--- src/amd_pkg.sv ---
package amd_pkg;

    // ------------------------------------------------------------------
    // Register offsets
    // ------------------------------------------------------------------
    localparam logic [7:0] ADDR_ALARM_MASK  = 8'h18; // Alarm mask
    localparam logic [7:0] ADDR_HS_DIV      = 8'h19; // High-speed select
    localparam logic [7:0] ADDR_OUT1_UPPER  = 8'h1f; // Out1 bits 19:16
    localparam logic [7:0] ADDR_OUT1_MIDDLE = 8'h20; // Out1 bits 15:8
    localparam logic [7:0] ADDR_OUT1_LOWER  = 8'h21; // Out1 bits 7:0
    localparam logic [7:0] ADDR_OUT2_UPPER  = 8'h22; // Out2 bits 19:16
    localparam logic [7:0] ADDR_OUT2_MIDDLE = 8'h23; // Out2 bits 15:8
    localparam logic [7:0] ADDR_INT_CTRL    = 8'h30; // Pin enable, polarity
    localparam logic [7:0] ADDR_IRQ_STATUS  = 8'h31; // Sticky events, W1C

    // ------------------------------------------------------------------
    // Reset values
    // ------------------------------------------------------------------
    localparam logic [7:0] RST_ALARM_MASK   = 8'h3f;
    localparam logic [7:0] RST_HS_DIV       = 8'h20;
    localparam logic [7:0] RST_OUT1_UPPER   = 8'h00;
    localparam logic [7:0] RST_OUT1_MIDDLE  = 8'h00;
    localparam logic [7:0] RST_OUT1_LOWER   = 8'h31;
    localparam logic [7:0] RST_OUT2_UPPER   = 8'h00;
    localparam logic [7:0] RST_INT_CTRL     = 8'h00;

    // ------------------------------------------------------------------
    // Field positions
    // ------------------------------------------------------------------
    localparam int ALARM_LOCK_LOSS_BIT = 0;   // Loss-of-lock mask/flag
    localparam int ALARM_IN1_FOS_BIT   = 1;   // First input offset
    localparam int ALARM_IN2_FOS_BIT   = 2;   // Second input offset
    localparam int ALARM_W             = 3;   // Alarm field width
    localparam int HS_DIV_LSB          = 5;   // Selector bits 7:5
    localparam int HS_DIV_W            = 3;
    localparam int UPPER_W             = 4;   // Divider bits 19:16
    localparam int INT_PIN_EN_BIT      = 0;   // Interrupt pin enable
    localparam int INT_POLARITY_BIT    = 1;   // Interrupt pin polarity

    // ------------------------------------------------------------------
    // Divider constants
    // ------------------------------------------------------------------
    localparam logic [3:0] HS_DIV_BASE = 4'h4;   // Code 000 divides by 4
    localparam int         LS_DIV_W    = 20;     // Low-speed divider width
    localparam int         NUM_OUTS    = 2;      // Output clocks 1 and 2

endpackage : amd_pkg

--- src/amd_regs.sv ---
// Summary of operation
// - Unmasked second-input offset flag raises interrupt
// - Unmasked first-input offset flag raises interrupt
// - Unmasked loss-of-lock flag raises interrupt
// - Mask writes never alter stored alarm flags
// - High-speed ratio equals selector code plus four
// - High-speed divider clocks both low-speed dividers
// - Out1 divider is 20 bits from three registers
// - Out2 divider upper and middle in registers
// - Interrupt pin driven only when enabled
// - Polarity bit sets interrupt pin active level
//
// Strobed register access was chosen for this implementation.
`timescale 1ns/1ns

module amd_regs #(
    parameter logic [7:0] OUT2_MIDDLE_RST = 8'h00  // Out2 middle reset
) (
    input  wire logic        ref_clk,                 // System clock
    input  wire logic        nrst,                    // Sync reset, low
    input  wire logic [7:0]  reg_addr,                // Register address
    input  wire logic [7:0]  reg_wdata,               // Write data
    input  wire logic        reg_wr,                  // Write strobe
    input  wire logic        reg_rd,                  // Read strobe
    output logic      [7:0]  reg_rdata,               // Read data, next cycle
    input  wire logic        in2_freq_offset_flag,    // Alarm flag input
    input  wire logic        in1_freq_offset_flag,    // Alarm flag input
    input  wire logic        lock_loss_flag,          // Alarm flag input
    input  wire logic [7:0]  out2_lowspeed_lower,     // Out2 bits 7:0
    output logic             int_pin_out,             // Interrupt pin level
    output logic             int_pin_oe,              // Interrupt pin drive
    output logic             irq,                     // Level interrupt
    output logic [2:0]       output_highspeed_divider,// Selector code
    output logic [19:0]      out1_lowspeed_divider,   // Out1 divider value
    output logic [19:0]      out2_lowspeed_divider,   // Out2 divider value
    output logic             output_clock_1,          // Out1 pulse
    output logic             output_clock_2           // Out2 pulse
);

    // ------------------------------------------------------------------
    // Storage
    // ------------------------------------------------------------------
    logic [2:0] alarm_mask;        // Per-alarm interrupt mask
    logic [2:0] hs_code;           // High-speed selector
    logic [3:0] out1_upper;        // Out1 bits 19:16
    logic [7:0] out1_middle;       // Out1 bits 15:8
    logic [7:0] out1_lower;        // Out1 bits 7:0
    logic [3:0] out2_upper;        // Out2 bits 19:16
    logic [7:0] out2_middle;       // Out2 bits 15:8
    logic       pin_enable;        // Interrupt pin enable
    logic       interrupt_polarity;// Interrupt pin active level
    logic [2:0] irq_status;        // Sticky alarm events
    logic [2:0] flag_prev;         // Last flag sample
    logic [2:0] alarm_flags;       // Flags gathered in field order
    logic [2:0] flag_rise;         // Rising edge of each flag
    logic       combined_status;   // OR of unmasked flags

    // ------------------------------------------------------------------
    // Divider datapath
    // ------------------------------------------------------------------
    logic [3:0]  hs_cnt;           // High-speed prescale count
    logic [3:0]  hs_ratio;         // Current high-speed ratio
    logic        hs_tick;          // One pulse per high-speed period
    logic [19:0] ls_val [amd_pkg::NUM_OUTS];  // Low-speed settings
    logic [19:0] ls_cnt [amd_pkg::NUM_OUTS];  // Low-speed counts
    logic [1:0]  ls_pulse;         // Registered output pulses

    // Address match helper, used by both write and read decode
    function automatic logic hit(input logic [7:0] a, input logic [7:0] b);
        hit = (a == b);
    endfunction

    // Flags in mask field order
    assign alarm_flags[amd_pkg::ALARM_LOCK_LOSS_BIT] = lock_loss_flag;
    assign alarm_flags[amd_pkg::ALARM_IN1_FOS_BIT]   = in1_freq_offset_flag;
    assign alarm_flags[amd_pkg::ALARM_IN2_FOS_BIT]   = in2_freq_offset_flag;

    // ------------------------------------------------------------------
    // Alarm mask register
    // ------------------------------------------------------------------
    // Only the mask bits are stored; flags live outside and stay intact
    always_ff @(posedge ref_clk) begin
        if (!nrst) begin
            alarm_mask <= amd_pkg::RST_ALARM_MASK[2:0];
        end else if (reg_wr && hit(reg_addr, amd_pkg::ADDR_ALARM_MASK)) begin
            alarm_mask <= reg_wdata[2:0];
        end
    end

    // ------------------------------------------------------------------
    // High-speed divider selector
    // ------------------------------------------------------------------
    always_ff @(posedge ref_clk) begin
        if (!nrst) begin
            hs_code <= amd_pkg::RST_HS_DIV[7:5];
        end else if (reg_wr && hit(reg_addr, amd_pkg::ADDR_HS_DIV)) begin
            hs_code <= reg_wdata[7:5];
        end
    end

    // ------------------------------------------------------------------
    // Out1 low-speed divider bytes
    // ------------------------------------------------------------------
    always_ff @(posedge ref_clk) begin
        if (!nrst) begin
            out1_upper  <= amd_pkg::RST_OUT1_UPPER[3:0];
            out1_middle <= amd_pkg::RST_OUT1_MIDDLE;
            out1_lower  <= amd_pkg::RST_OUT1_LOWER;
        end else if (reg_wr) begin
            // Each byte lands in its own register
            if (hit(reg_addr, amd_pkg::ADDR_OUT1_UPPER)) begin
                out1_upper <= reg_wdata[3:0];
            end else if (hit(reg_addr, amd_pkg::ADDR_OUT1_MIDDLE)) begin
                out1_middle <= reg_wdata;
            end else if (hit(reg_addr, amd_pkg::ADDR_OUT1_LOWER)) begin
                out1_lower <= reg_wdata;
            end
        end
    end

    // ------------------------------------------------------------------
    // Out2 low-speed divider bytes
    // ------------------------------------------------------------------
    always_ff @(posedge ref_clk) begin
        if (!nrst) begin
            out2_upper  <= amd_pkg::RST_OUT2_UPPER[3:0];
            out2_middle <= OUT2_MIDDLE_RST;
        end else if (reg_wr) begin
            // Low byte is held outside this bank
            if (hit(reg_addr, amd_pkg::ADDR_OUT2_UPPER)) begin
                out2_upper <= reg_wdata[3:0];
            end else if (hit(reg_addr, amd_pkg::ADDR_OUT2_MIDDLE)) begin
                out2_middle <= reg_wdata;
            end
        end
    end

    // ------------------------------------------------------------------
    // Interrupt pin control
    // ------------------------------------------------------------------
    always_ff @(posedge ref_clk) begin
        if (!nrst) begin
            pin_enable         <= amd_pkg::RST_INT_CTRL[0];
            interrupt_polarity <= amd_pkg::RST_INT_CTRL[1];
        end else if (reg_wr && hit(reg_addr, amd_pkg::ADDR_INT_CTRL)) begin
            pin_enable         <= reg_wdata[amd_pkg::INT_PIN_EN_BIT];
            interrupt_polarity <= reg_wdata[amd_pkg::INT_POLARITY_BIT];
        end
    end

    // ------------------------------------------------------------------
    // Sticky event status
    // ------------------------------------------------------------------
    // Remember last flag sample for edge detection
    always_ff @(posedge ref_clk) begin
        if (!nrst) begin
            flag_prev <= 3'h0;
        end else begin
            flag_prev <= alarm_flags;
        end
    end

    assign flag_rise = alarm_flags & ~flag_prev;

    // Write one clears; a new event in the same cycle wins
    always_ff @(posedge ref_clk) begin
        if (!nrst) begin
            irq_status <= 3'h0;
        end else if (reg_wr && hit(reg_addr, amd_pkg::ADDR_IRQ_STATUS)) begin
            irq_status <= (irq_status & ~reg_wdata[2:0]) | flag_rise;
        end else begin
            irq_status <= irq_status | flag_rise;
        end
    end

    // ------------------------------------------------------------------
    // Interrupt outputs
    // ------------------------------------------------------------------
    // Each flag feeds the pin only while its mask bit is zero
    always_comb begin
        combined_status =
            (alarm_flags[amd_pkg::ALARM_IN2_FOS_BIT]
                & ~alarm_mask[amd_pkg::ALARM_IN2_FOS_BIT])
            | (alarm_flags[amd_pkg::ALARM_IN1_FOS_BIT]
                & ~alarm_mask[amd_pkg::ALARM_IN1_FOS_BIT])
            | (alarm_flags[amd_pkg::ALARM_LOCK_LOSS_BIT]
                & ~alarm_mask[amd_pkg::ALARM_LOCK_LOSS_BIT]);
    end

    // Pin level follows polarity, driven only while enabled
    always_ff @(posedge ref_clk) begin
        if (!nrst) begin
            int_pin_out <= 1'b0;
            int_pin_oe  <= 1'b0;
        end else begin
            int_pin_out <= interrupt_polarity ? combined_status
                                              : ~combined_status;
            int_pin_oe  <= pin_enable;
        end
    end

    // Level interrupt from unmasked sticky events
    always_ff @(posedge ref_clk) begin
        if (!nrst) begin
            irq <= 1'b0;
        end else begin
            irq <= |(irq_status & ~alarm_mask);
        end
    end

    // ------------------------------------------------------------------
    // High-speed divider
    // ------------------------------------------------------------------
    // Ratio is code plus four: 4 through 11
    assign hs_ratio = {1'b0, hs_code} + amd_pkg::HS_DIV_BASE;
    assign hs_tick  = (hs_cnt >= hs_ratio - 4'h1);

    always_ff @(posedge ref_clk) begin
        if (!nrst) begin
            hs_cnt <= 4'h0;
        end else if (hs_tick) begin
            hs_cnt <= 4'h0;
        end else begin
            hs_cnt <= hs_cnt + 4'h1;
        end
    end

    // ------------------------------------------------------------------
    // Low-speed dividers, both fed by the high-speed tick
    // ------------------------------------------------------------------
    assign ls_val[0] = {out1_upper, out1_middle, out1_lower};
    assign ls_val[1] = {out2_upper, out2_middle, out2_lowspeed_lower};

    // Setting N divides by N+1; zero passes every tick. Each output is a
    // one-cycle pulse, whatever the parity of N; no duty cycle is shaped.
    generate
        for (genvar i = 0; i < amd_pkg::NUM_OUTS; i++) begin : g_ls
            always_ff @(posedge ref_clk) begin
                if (!nrst) begin
                    ls_cnt[i]   <= 20'h00000;
                    ls_pulse[i] <= 1'b0;
                end else if (hs_tick) begin
                    // Wrap when the setting is reached
                    if (ls_cnt[i] >= ls_val[i]) begin
                        ls_cnt[i]   <= 20'h00000;
                        ls_pulse[i] <= 1'b1;
                    end else begin
                        ls_cnt[i]   <= ls_cnt[i] + 20'h00001;
                        ls_pulse[i] <= 1'b0;
                    end
                end else begin
                    ls_pulse[i] <= 1'b0;
                end
            end
        end
    endgenerate

    assign output_clock_1 = ls_pulse[0];
    assign output_clock_2 = ls_pulse[1];

    // ------------------------------------------------------------------
    // Divider value outputs
    // ------------------------------------------------------------------
    assign output_highspeed_divider = hs_code;
    assign out1_lowspeed_divider    = ls_val[0];
    assign out2_lowspeed_divider    = ls_val[1];

    // ------------------------------------------------------------------
    // Read port
    // ------------------------------------------------------------------
    // Reserved bits return their reset values; unmapped reads give zero
    always_ff @(posedge ref_clk) begin
        if (!nrst) begin
            reg_rdata <= 8'h00;
        end else if (!reg_rd) begin
            reg_rdata <= 8'h00;
        end else if (hit(reg_addr, amd_pkg::ADDR_ALARM_MASK)) begin
            reg_rdata <= {amd_pkg::RST_ALARM_MASK[7:3], alarm_mask};
        end else if (hit(reg_addr, amd_pkg::ADDR_HS_DIV)) begin
            reg_rdata <= {hs_code, amd_pkg::RST_HS_DIV[4:0]};
        end else if (hit(reg_addr, amd_pkg::ADDR_OUT1_UPPER)) begin
            reg_rdata <= {amd_pkg::RST_OUT1_UPPER[7:4], out1_upper};
        end else if (hit(reg_addr, amd_pkg::ADDR_OUT1_MIDDLE)) begin
            reg_rdata <= out1_middle;
        end else if (hit(reg_addr, amd_pkg::ADDR_OUT1_LOWER)) begin
            reg_rdata <= out1_lower;
        end else if (hit(reg_addr, amd_pkg::ADDR_OUT2_UPPER)) begin
            reg_rdata <= {amd_pkg::RST_OUT2_UPPER[7:4], out2_upper};
        end else if (hit(reg_addr, amd_pkg::ADDR_OUT2_MIDDLE)) begin
            reg_rdata <= out2_middle;
        end else if (hit(reg_addr, amd_pkg::ADDR_INT_CTRL)) begin
            reg_rdata <= {6'h00, interrupt_polarity, pin_enable};
        end else if (hit(reg_addr, amd_pkg::ADDR_IRQ_STATUS)) begin
            reg_rdata <= {5'h00, irq_status};
        end else begin
            reg_rdata <= 8'h00;
        end
    end

endmodule // amd_regs

--- config.mk ---
export PLATFORM = sky130hd
export DESIGN_NAME = amd_regs
export DESIGN_NICKNAME = d
export VERILOG_FILES = /design/src/amd_pkg.sv /design/src/amd_regs.sv
export SDC_FILE = /design/constraint.sdc
export NUM_CORES = 1
export LEC_CHECK = 0
export ABC_AREA = 1
export BUFFER_PORTS_ARGS = -buffer_cell sky130_fd_sc_hd__buf_2
export CORE_MARGIN = 8
export CORE_UTILIZATION = 50
export CTS_BUF_LIST = sky130_fd_sc_hd__clkbuf_8
export DETAILED_ROUTE_END_ITERATION = 10
export PLACE_DENSITY = 0.8
export SLEW_MARGIN = 20
export SYNTH_ARGS = -nofsm -noshare
export SYNTH_HDL_FRONTEND = slang
export SYNTH_SLANG_ARGS = --single-unit
--- constraint.sdc ---
create_clock -name ref_clk -period 3.7 [get_ports ref_clk]
set_clock_uncertainty 0.1 [all_clocks]
set_input_delay 0.555 -clock ref_clk [delete_from_list [all_inputs] [get_ports ref_clk]]
set_output_delay 0.555 -clock ref_clk [all_outputs]
set_load 0.05 [all_outputs]
# After elaboration in Yosys (flattened, before gate mapping)
# Memory sizes are Yosys's and may differ from the RTL's.
# Index checks and enable logic that the tools add are counted.
# totals
ff_bits,63
mem_bits_rw,40
wordCells,108
mem_count,1
# classes
n_addsub,5
n_lt_le_gt_ge,3
n_eq_ne,9
mux,32
bitwise_logic,26
n_reduce_logical,13
# mem_list
name,depth,word_bits,read_ports,rd_clocked_by_memory_dff,write_ports,line,source
ls_cnt,2,20,2,0,2,amd_regs.sv:65,logic [19:0] ls_cnt [amd_pkg::NUM_OUTS];
# op_table
op,count
$mux 20,4
$eq 8x6->1 const B,6
$mux 8,6
$add 20x1->20 const B,2
$ge 20x20->1,2
$eq 8x5->1 const B,3
$mux 1,18
$and 3x3->3,3
$mux 3,3
$not 1->1,9
$not 3->3,3
$mux 6,1
$or 1x1->1,6
$or 3x3->3,2
$reduce_and 2->1,3
$reduce_and 3->1,2
$reduce_or 3->1,2
$add 3x3->4 const B,1
$add 4x1->4 const B,1
$ge 4x4->1,1
$logic_and 1x1->1,4
$reduce_and 4->1,1
$sub 4x1->4 const B,1
$and 1x1->1,3
$reduce_or 2->1,1

# Depth between registers and ports, before layout
# Gate-level depths: netlist (run 1).
# logic_depth
ltp_word,10
mapped_depth,11
depth_no_buf,11

# Worst setup path after synthesis (run 1)
# Ideal clock, no wire load.
# synth_timing
kind,register -> register
startpoint,"reg hs_code[0], in the netlist output_highspeed_divider[0]"
endpoint,"mem ls_cnt[0][0], enable pin"
setup_time_ns,0.748
t_arrival_ns,2.858
required_time_ns,2.852
path_slack_ns,-0.007
stages_incl_launch_ff,8
path_cell_list,dfxtp_1 > inv_1 > ha_1 > ha_1 > inv_1 > nor2_1 > o211ai_1 > nand4_1
# synth_rtl
item,line,source
"start, declared",amd_regs.sv:44,logic [2:0] hs_code;
"start signal, assigned",amd_regs.sv:95,hs_code <= amd_pkg::RST_HS_DIV[7:5];
"start signal, assigned",amd_regs.sv:97,hs_code <= reg_wdata[7:5];
"end, declared",amd_regs.sv:65,

==> impl_metrics.py, run 1 <==
metrics = {
    "run_status": {
        "outcome": "completed",
    },
    "logic_synthesis": {
        "avgSynthCellArea_um2": 7.93,
        "synth_seq_area_share_pct": 40.0,
        "yosysTopAreaCell": "dfxtp_1",
        "yosysWarnings": 0,
        "yosysMostFrequentCell": "nand2_1",
        "synth_cells": 776,
        "synth_seq_cells": 103,
        "synth_cell_types": 36,
        "ys_top_cells_by_count": "129 x nand2_1, 115 x inv_1, 64 x a21oi_1",
        "synth_top_cell_area_share_pct": 20.5,
        "synth_edf_count": 40,
        "synth-async-reset-ratio_pct": 0,
        "synth_ff_type": "dfxtp_1",
        "synth_area_leaders": "dfxtp_1 20%, edfxtp_1 20%, ha_1 9.8%",
        "netlist_area_um2": 6160,
        "synth_fp_nets": 855,
    },
    "worst_setup_path": {
        "critPathKind": "register to register",
        "r2r-end": "ls_cnt[1][12]",
        "worst_r2r_path_depth": 10,
        "crit_path_start_kind": "register",
        "critPathCapture": "ls_cnt[1][12]",
        "critPathSlowestCell": "buf_4",
        "r2r_start": "output_highspeed_divider[0]",
        "crit_chain": "inv_1 > ha_1 > ha_1 > inv_1 > nor2_1 > o211ai_1 > nand3_1 > nand2_1 > buf_4 > nor3_1",
        "end_kind": "register",
        "critical_path_arrival_ps": 2430,
        "slowest_delay_ps": 420,
        "regToRegSetupSlack_ps": 1280,
        "critPathMaxFanout": 41,
        "required_ps": 3710,
        "crit_start": "output_highspeed_divider[0]",
    },
    "finish": {
        "final_nets": 932,
        "syn2layout_area_growth_pct": 11.4,
        "post-route-util_pct": 57.1,
        "antennaDiodeCount": 0,
        "fill_cells": 1092,
        "layout-drive-gt1-share_pct": 16.1,
    },
    "drt": {
        "firstDrtPassIters": 5,
        "avgViaCountPerCell": 5.42,
        "drt_iter0_markers": 522,
        "drc": 0,
        "wl_mm": 15.3,
        "vias": 5443,
        "ant_nets": 0,
        "wl_per_cell_um": 15.2,
    },
    "sta": {
        "final_hold_viol_count": 0,
        "period_needed_ps": 2420,
        "slew_viol_final": 0,
        "timing.final.crit_share_pct": 65.4,
        "maxSlewHeadroom_pct": 48.1,
        "finalSetupViolCount": 0,
        "rsz0062_at_grt": "no",
        "worst_slew_pin_slew_ps": 778,
        "timing.setup.tns_ps": 0,
        "fmax_mhz": 413,
    },
    "cts": {
        "cts_buffers": 9,
        "holdBufCountCts": 0,
        "postCtsSetupBuffers": 0,
        "htree_levels": 3,
        "clk_latency_ps": 370,
        "cts_root_buf": "clkbuf_8",
        "clk_pin_slew_ps": 110,
        "ctsLongestPathBuffers": 2,
        "cts_tree": "built",
        "cts_resized": 0,
        "cts_sinks": 103,
    },
    "power_and_ir_drop": {
        "power_density_nw_per_um2": 374,
        "power_leakage_nw": 3.05,
        "peakVddDrop_v": 0.000200,
    },
    "floorplan": {
        "io_pins": 87,
        "start_util_pct": 51.3,
        "die_h_um": 127,
        "fp-row-count": 40,
        "dieArea_um2": 16100,
        "die_w_um": 127,
        "core_um2": 12000,
    },
    "placed_design": {
        "gp_congestion": 0.885,
        "hpwlAfterDp_mm": 11.8,
        "io_buffers": 86,
    },
    "global_route": {
        "grt_pass1_vias": 4914,
        "antenna_found_initial": 0,
        "track_usage_pct": 18.8,
        "grt_first_pass_wirelength_mm": 24.6,
        "grt_max_degree": 48,
        "grt_overflow_total": 0,
    },
    "job": {
        "max-cap-violations": 0,
    },
    "worst_hold_path": {
        "min-delay-path-class": "input pin to register",
    },
}
[metrics by stage]
stage               instances  instance area (µm²)  total power, mW  hold slack (ps)  worst slack (ps)
finish                   1005                 6860             2.56              291              1280
global route             1005                 6860             2.68              296              1130
CTS                      1005                 6860             2.56              284              1310
detailed placement        989                 6670             1.89              317              1340
global placement          989                 6670             1.88              315              1410
floorplan                 776                 6160             1.75              308              33.5
[worst max-delay path, delay by kind of cell (launching register included)]
family / cells / cell delay (ps)
compound gates: 1 / 180
simple gates: 4 / 340
fa+ha+maj: 2 / 590
buf+inv: 3 / 550
flops: 1 / 360
[how the worst min path moves through the flow]
stage / start / end / slack (ps) / depth (start not counted)
finish: in1_freq_offset_flag / flag_prev[1] / 290 / 3
CTS: in1_freq_offset_flag / flag_prev[1] / 280 / 3
global placement: flag_prev[2] / irq_status[2] / 310 / 1
global route: lock_loss_flag / flag_prev[0] / 300 / 3
floorplan: flag_prev[0] / irq_status[0] / 310 / 1
detailed placement: flag_prev[0] / irq_status[0] / 320 / 1
[layout by cell type, fill, tap and decap left out, types with 5 or more instances in the layout]
| master | instances |
|---|---|
| dfxtp_1 | 62 |
| nor3_1 | 46 |
| nand3_1 | 41 |
| buf_2 | 86 |
| inv_1 | 115 |
| clkbuf_8 | 9 |
| o21ai_1 | 5 |
| nor2_1 | 52 |
| o211ai_1 | 6 |
| xor2_1 | 26 |
| nand4_1 | 14 |
| o22ai_1 | 7 |
| a21oi_1 | 64 |
| o21ai_0 | 47 |
| inv_2 | 5 |
| nor2_4 | 6 |
| ha_1 | 48 |
| edfxtp_1 | 40 |
| xnor2_1 | 10 |
| nand2_1 | 129 |
| nor2_2 | 5 |
[power by group]
| group | total (mW) | internal (mW) | switching [mW] | leakage (nW) |
|---|---|---|---|---|
| clock network | 0.691 | 0.260 | 0.431 | 0.0942 |
| registers | 1.36 | 1.27 | 0.0953 | 0.927 |
| logic | 0.507 | 0.171 | 0.335 | 2.03 |
| total | 2.56 | 1.70 | 0.862 | 3.05 |
[state kept, by name (all words and copies together) (netlist names), 3 cells and up]
signal and cells:
alarm_mask 3, flag_prev 3, hs_cnt 4, irq_status 3, ls_cnt 40, out1_lower 8, out1_middle 8, out1_upper 4
out2_middle 8, out2_upper 4, output_highspeed_divider 3, reg_rdata 8
[logic make-up after synthesis]
kind of cell               after synthesis  share of synthesized area, %
xor gates and xnor gates                36                          5.12
DFF                                    103                          40.0
buffers and inverters                  144                          9.47
AOI/OAI and AO/OA                      131                          11.1
and+or+nand+nor                        314                          24.5
adders and majority gates               48                          9.76
[routing by layer]
metal	GRT usage (%)	vias to the layer above	share of wire (%)	wire, µm
met5	0	-	0	0
met4	6.51	0	1.7	255
met3	2.81	20	6.7	1030
met2	31.2	205	47	7160
met1	24.5	2480	45	6870
li1	-	2738	-	-
[layout make-up]
cell class                 instances  area, µm²  share of cell area (%)
clock buffer                       9        124                    1.81
clock inverter                     7       62.6                   0.913
inverter                         120        450                    6.57
multi-input combinational        529       3110                    45.4
sequential                       103       2460                    35.9
tap                              147        184                    2.68
timing repair buffer              90        460                    6.72
Power figures use the tool's default switching activity.
==> inputs of run 2 (changes only) <==
--- a/config.mk
+++ b/config.mk
@@ -11,7 +11,7 @@
 export CORE_UTILIZATION = 50
 export CTS_BUF_LIST = sky130_fd_sc_hd__clkbuf_8
 export DETAILED_ROUTE_END_ITERATION = 10
-export PLACE_DENSITY = 0.8
+export PLACE_DENSITY = 0.83
 export SLEW_MARGIN = 20
 export SYNTH_ARGS = -nofsm -noshare
 export SYNTH_HDL_FRONTEND = slang
==> constraint.sdc (replaced) <==
create_clock -name ref_clk -period 2.1 [get_ports ref_clk]
set_clock_uncertainty 0.1 [all_clocks]
set_input_delay 0.315 -clock ref_clk [delete_from_list [all_inputs] [get_ports ref_clk]]
set_output_delay 0.315 -clock ref_clk [all_outputs]
set_load 0.05 [all_outputs]
==> impl_metrics.py, run 2 (synthesis gave the netlist of run 1 again) <==
metrics = {
    "cts": {
        "ctsLongestPathBuffers": 2,
        "htree_levels": 3,
        "holdBufCountCts": 0,
        "clk_latency_ps": 410,
        "cts_sinks": 103,
        "cts_root_buf": "clkbuf_8",
        "cts_tree": "built",
        "cts_buffers": 9,
        "clk_pin_slew_ps": 110,
    },
    "finish": {
        "post-route-util_pct": 61.6,
        "layout-drive-gt1-share_pct": 25.1,
        "seqCellArea_um2": 2510,
        "stdcell_count": 1041,
        "antennaDiodeCount": 0,
        "largest_reg_flops": 40,
        "multi_input_area_um2": 3220,
        "final_nets": 968,
        "layout_commonest_cell": "nand2_1",
        "syn2layout_area_growth_pct": 20.2,
        "top_register": "ls_cnt",
        "fill_cells": 1027,
        "final_cell_mix": "128 x nand2_1, 113 x inv_1, 86 x buf_2",
    },
    "sta": {
        "maxSlewHeadroom_pct": 62.2,
        "final_hold_viol_count": 0,
        "timing.final.crit_share_pct": 99.0,
        "hold_slack_ps": 30.9,
        "finalSetupViolCount": 0,
        "slew_viol_final": 0,
        "rsz0062_at_grt": "yes",
        "period_needed_ps": 2080,
        "worst_slew_pin_slew_ps": 565,
        "fmax_mhz": 481,
    },
    "drt": {
        "wl_per_cell_um": 16.0,
        "drc": 0,
        "wl_mm": 16.6,
        "ant_nets": 0,
        "vias": 5659,
        "avgViaCountPerCell": 5.44,
        "drt_iter0_markers": 545,
        "firstDrtPassIters": 7,
    },
    "job": {
        "max-cap-violations": 0,
    },
    "worst_setup_path": {
        "critPathKind": "register to register",
        "critical_path_arrival_ps": 2150,
        "r2r_start": "output_highspeed_divider[0]",
        "critPathSlowestCell": "dfxtp_4",
        "cpMostUsedCell": "ha_4",
        "slowest_delay_ps": 380,
        "end_kind": "register",
        "critPathMaxFanout": 15,
        "crit_path_start_kind": "register",
        "r2r-end": "ls_cnt[1][8]",
        "crit_chain": "inv_4 > ha_4 > ha_4 > inv_2 > nor2_2 > o211ai_1 > nand3_1 > nand2_4 > clkbuf_16 > nor3_1",
        "worst_r2r_path_depth": 10,
        "required_ps": 2170,
        "cp.buffers_inverters": 3,
        "regToRegSetupSlack_ps": 20,
        "cp_top_family": "adder cells",
    },
    "global_route": {
        "grt_pass1_vias": 5320,
        "grt_max_degree": 45,
        "grt_first_pass_wirelength_mm": 25.9,
        "antenna_found_initial": 0,
        "grt_overflow_total": 0,
        "track_usage_pct": 20.2,
    },
    "floorplan": {
        "fp-row-count": 40,
        "die_w_um": 127,
        "io_pins": 87,
        "start_util_pct": 51.3,
        "core_um2": 12000,
        "dieArea_um2": 16100,
        "die_h_um": 127,
    },
    "power_and_ir_drop": {
        "power_leakage_nw": 3.33,
        "p_sw_mw": 1.58,
        "pwr-share-comb_pct": 24.5,
        "clkPwrFrac_pct": 27.1,
        "power_density_nw_per_um2": 660,
        "pwr-share-seq_pct": 48.4,
        "p_sw_share_pct": 32.4,
        "power_mw": 4.89,
        "p_int_mw": 3.30,
        "peakVddDrop_v": 0.000417,
    },
    "worst_hold_path": {
        "whs_path_depth": 3,
        "min-delay-path-class": "input pin to register",
        "hold_path_startpoint": "in2_freq_offset_flag",
        "worstHoldEndpoint": "flag_prev[2]",
    },
    "placed_design": {
        "hpwlAfterDp_mm": 12.6,
        "post-place-cells": 1012,
        "io_buffers": 86,
        "gp_congestion": 0.917,
    },
    "run_status": {
        "outcome": "completed",
    },
}
run 2: layout make-up:
type                            instances  area share [%]
Clock buffer                           10            1.86
Clock inverter                          6           0.930
Inverter                              120            6.15
Multi-Input combinational cell        529            43.5
Sequential cell                       103            33.9
Tap cell                              147            2.49
Timing Repair Buffer                  126            11.2
run 2: what timing repair did:
| item | CTS | global route |
|---|---|---|
| endpoints found under the setup margin | 0 | 58 |
| gates resized for setup | 0 | 21 |
| buffers inserted | 0 | 11 |
run 2: layer usage:
metal	wire length, µm	vias to the layer above	GRT usage (%)	share of wire (%)
li1	-	2805	-	-
met1	7020	2614	24.4	42
met2	7880	209	33.4	47
met3	1310	31	5.32	7.9
met4	422	0	8.19	2.5
met5	0	-	0	0
run 2: worst reg2reg max path, stage by stage (launching register included):
cell	delay, ps
dfxtp_4	380
inv_4	50
ha_4	260
ha_4	200
inv_2	50
nor2_2	30
o211ai_1	180
nand3_1	170
nand2_4	170
clkbuf_16	200
nor3_1	60
run 2: stage by stage:
| step | worst slack, ps | area [µm²] | setup TNS (ps) |
|---|---|---|---|
| after floorplan | -1210 | 6240 | -51940 |
| after global placement | 99.2 | 6970 | 0 |
| after detailed placement | 60.2 | 6970 | 0 |
| after CTS | 32.8 | 7170 | 0 |
| after global routing | -78.4 | 7400 | -2720 |
| final | 21.9 | 7400 | 0 |
run 2: worst max-delay path by stage:
stage	start	endpoint	slack, ps	cells after the start
2_1_floorplan	output_highspeed_divider[1]	ls_cnt[0][0]	-1210	7
3_3_place_gp	output_highspeed_divider[1]	ls_cnt[1][7]	100	10
3_5_place_dp	ls_cnt[0][17]	ls_cnt[0][15]	60	9
4_1_cts	ls_cnt[0][17]	ls_cnt[0][15]	30	9
5_1_grt	output_highspeed_divider[0]	ls_cnt[0][0]	-80	10
6_report	output_highspeed_divider[0]	ls_cnt[1][8]	20	10
run 2: power by group through the flow:
stage | logic (mW) | registers, mW | clock network, mW
2_1_floorplan | 0.666 | 2.42 | 0
3_3_place_gp | 1.03 | 2.41 | 0
3_5_place_dp | 1.05 | 2.41 | 0
4_1_cts | 1.06 | 2.37 | 1.34
5_1_grt | 1.32 | 2.38 | 1.42
6_report | 1.20 | 2.37 | 1.32
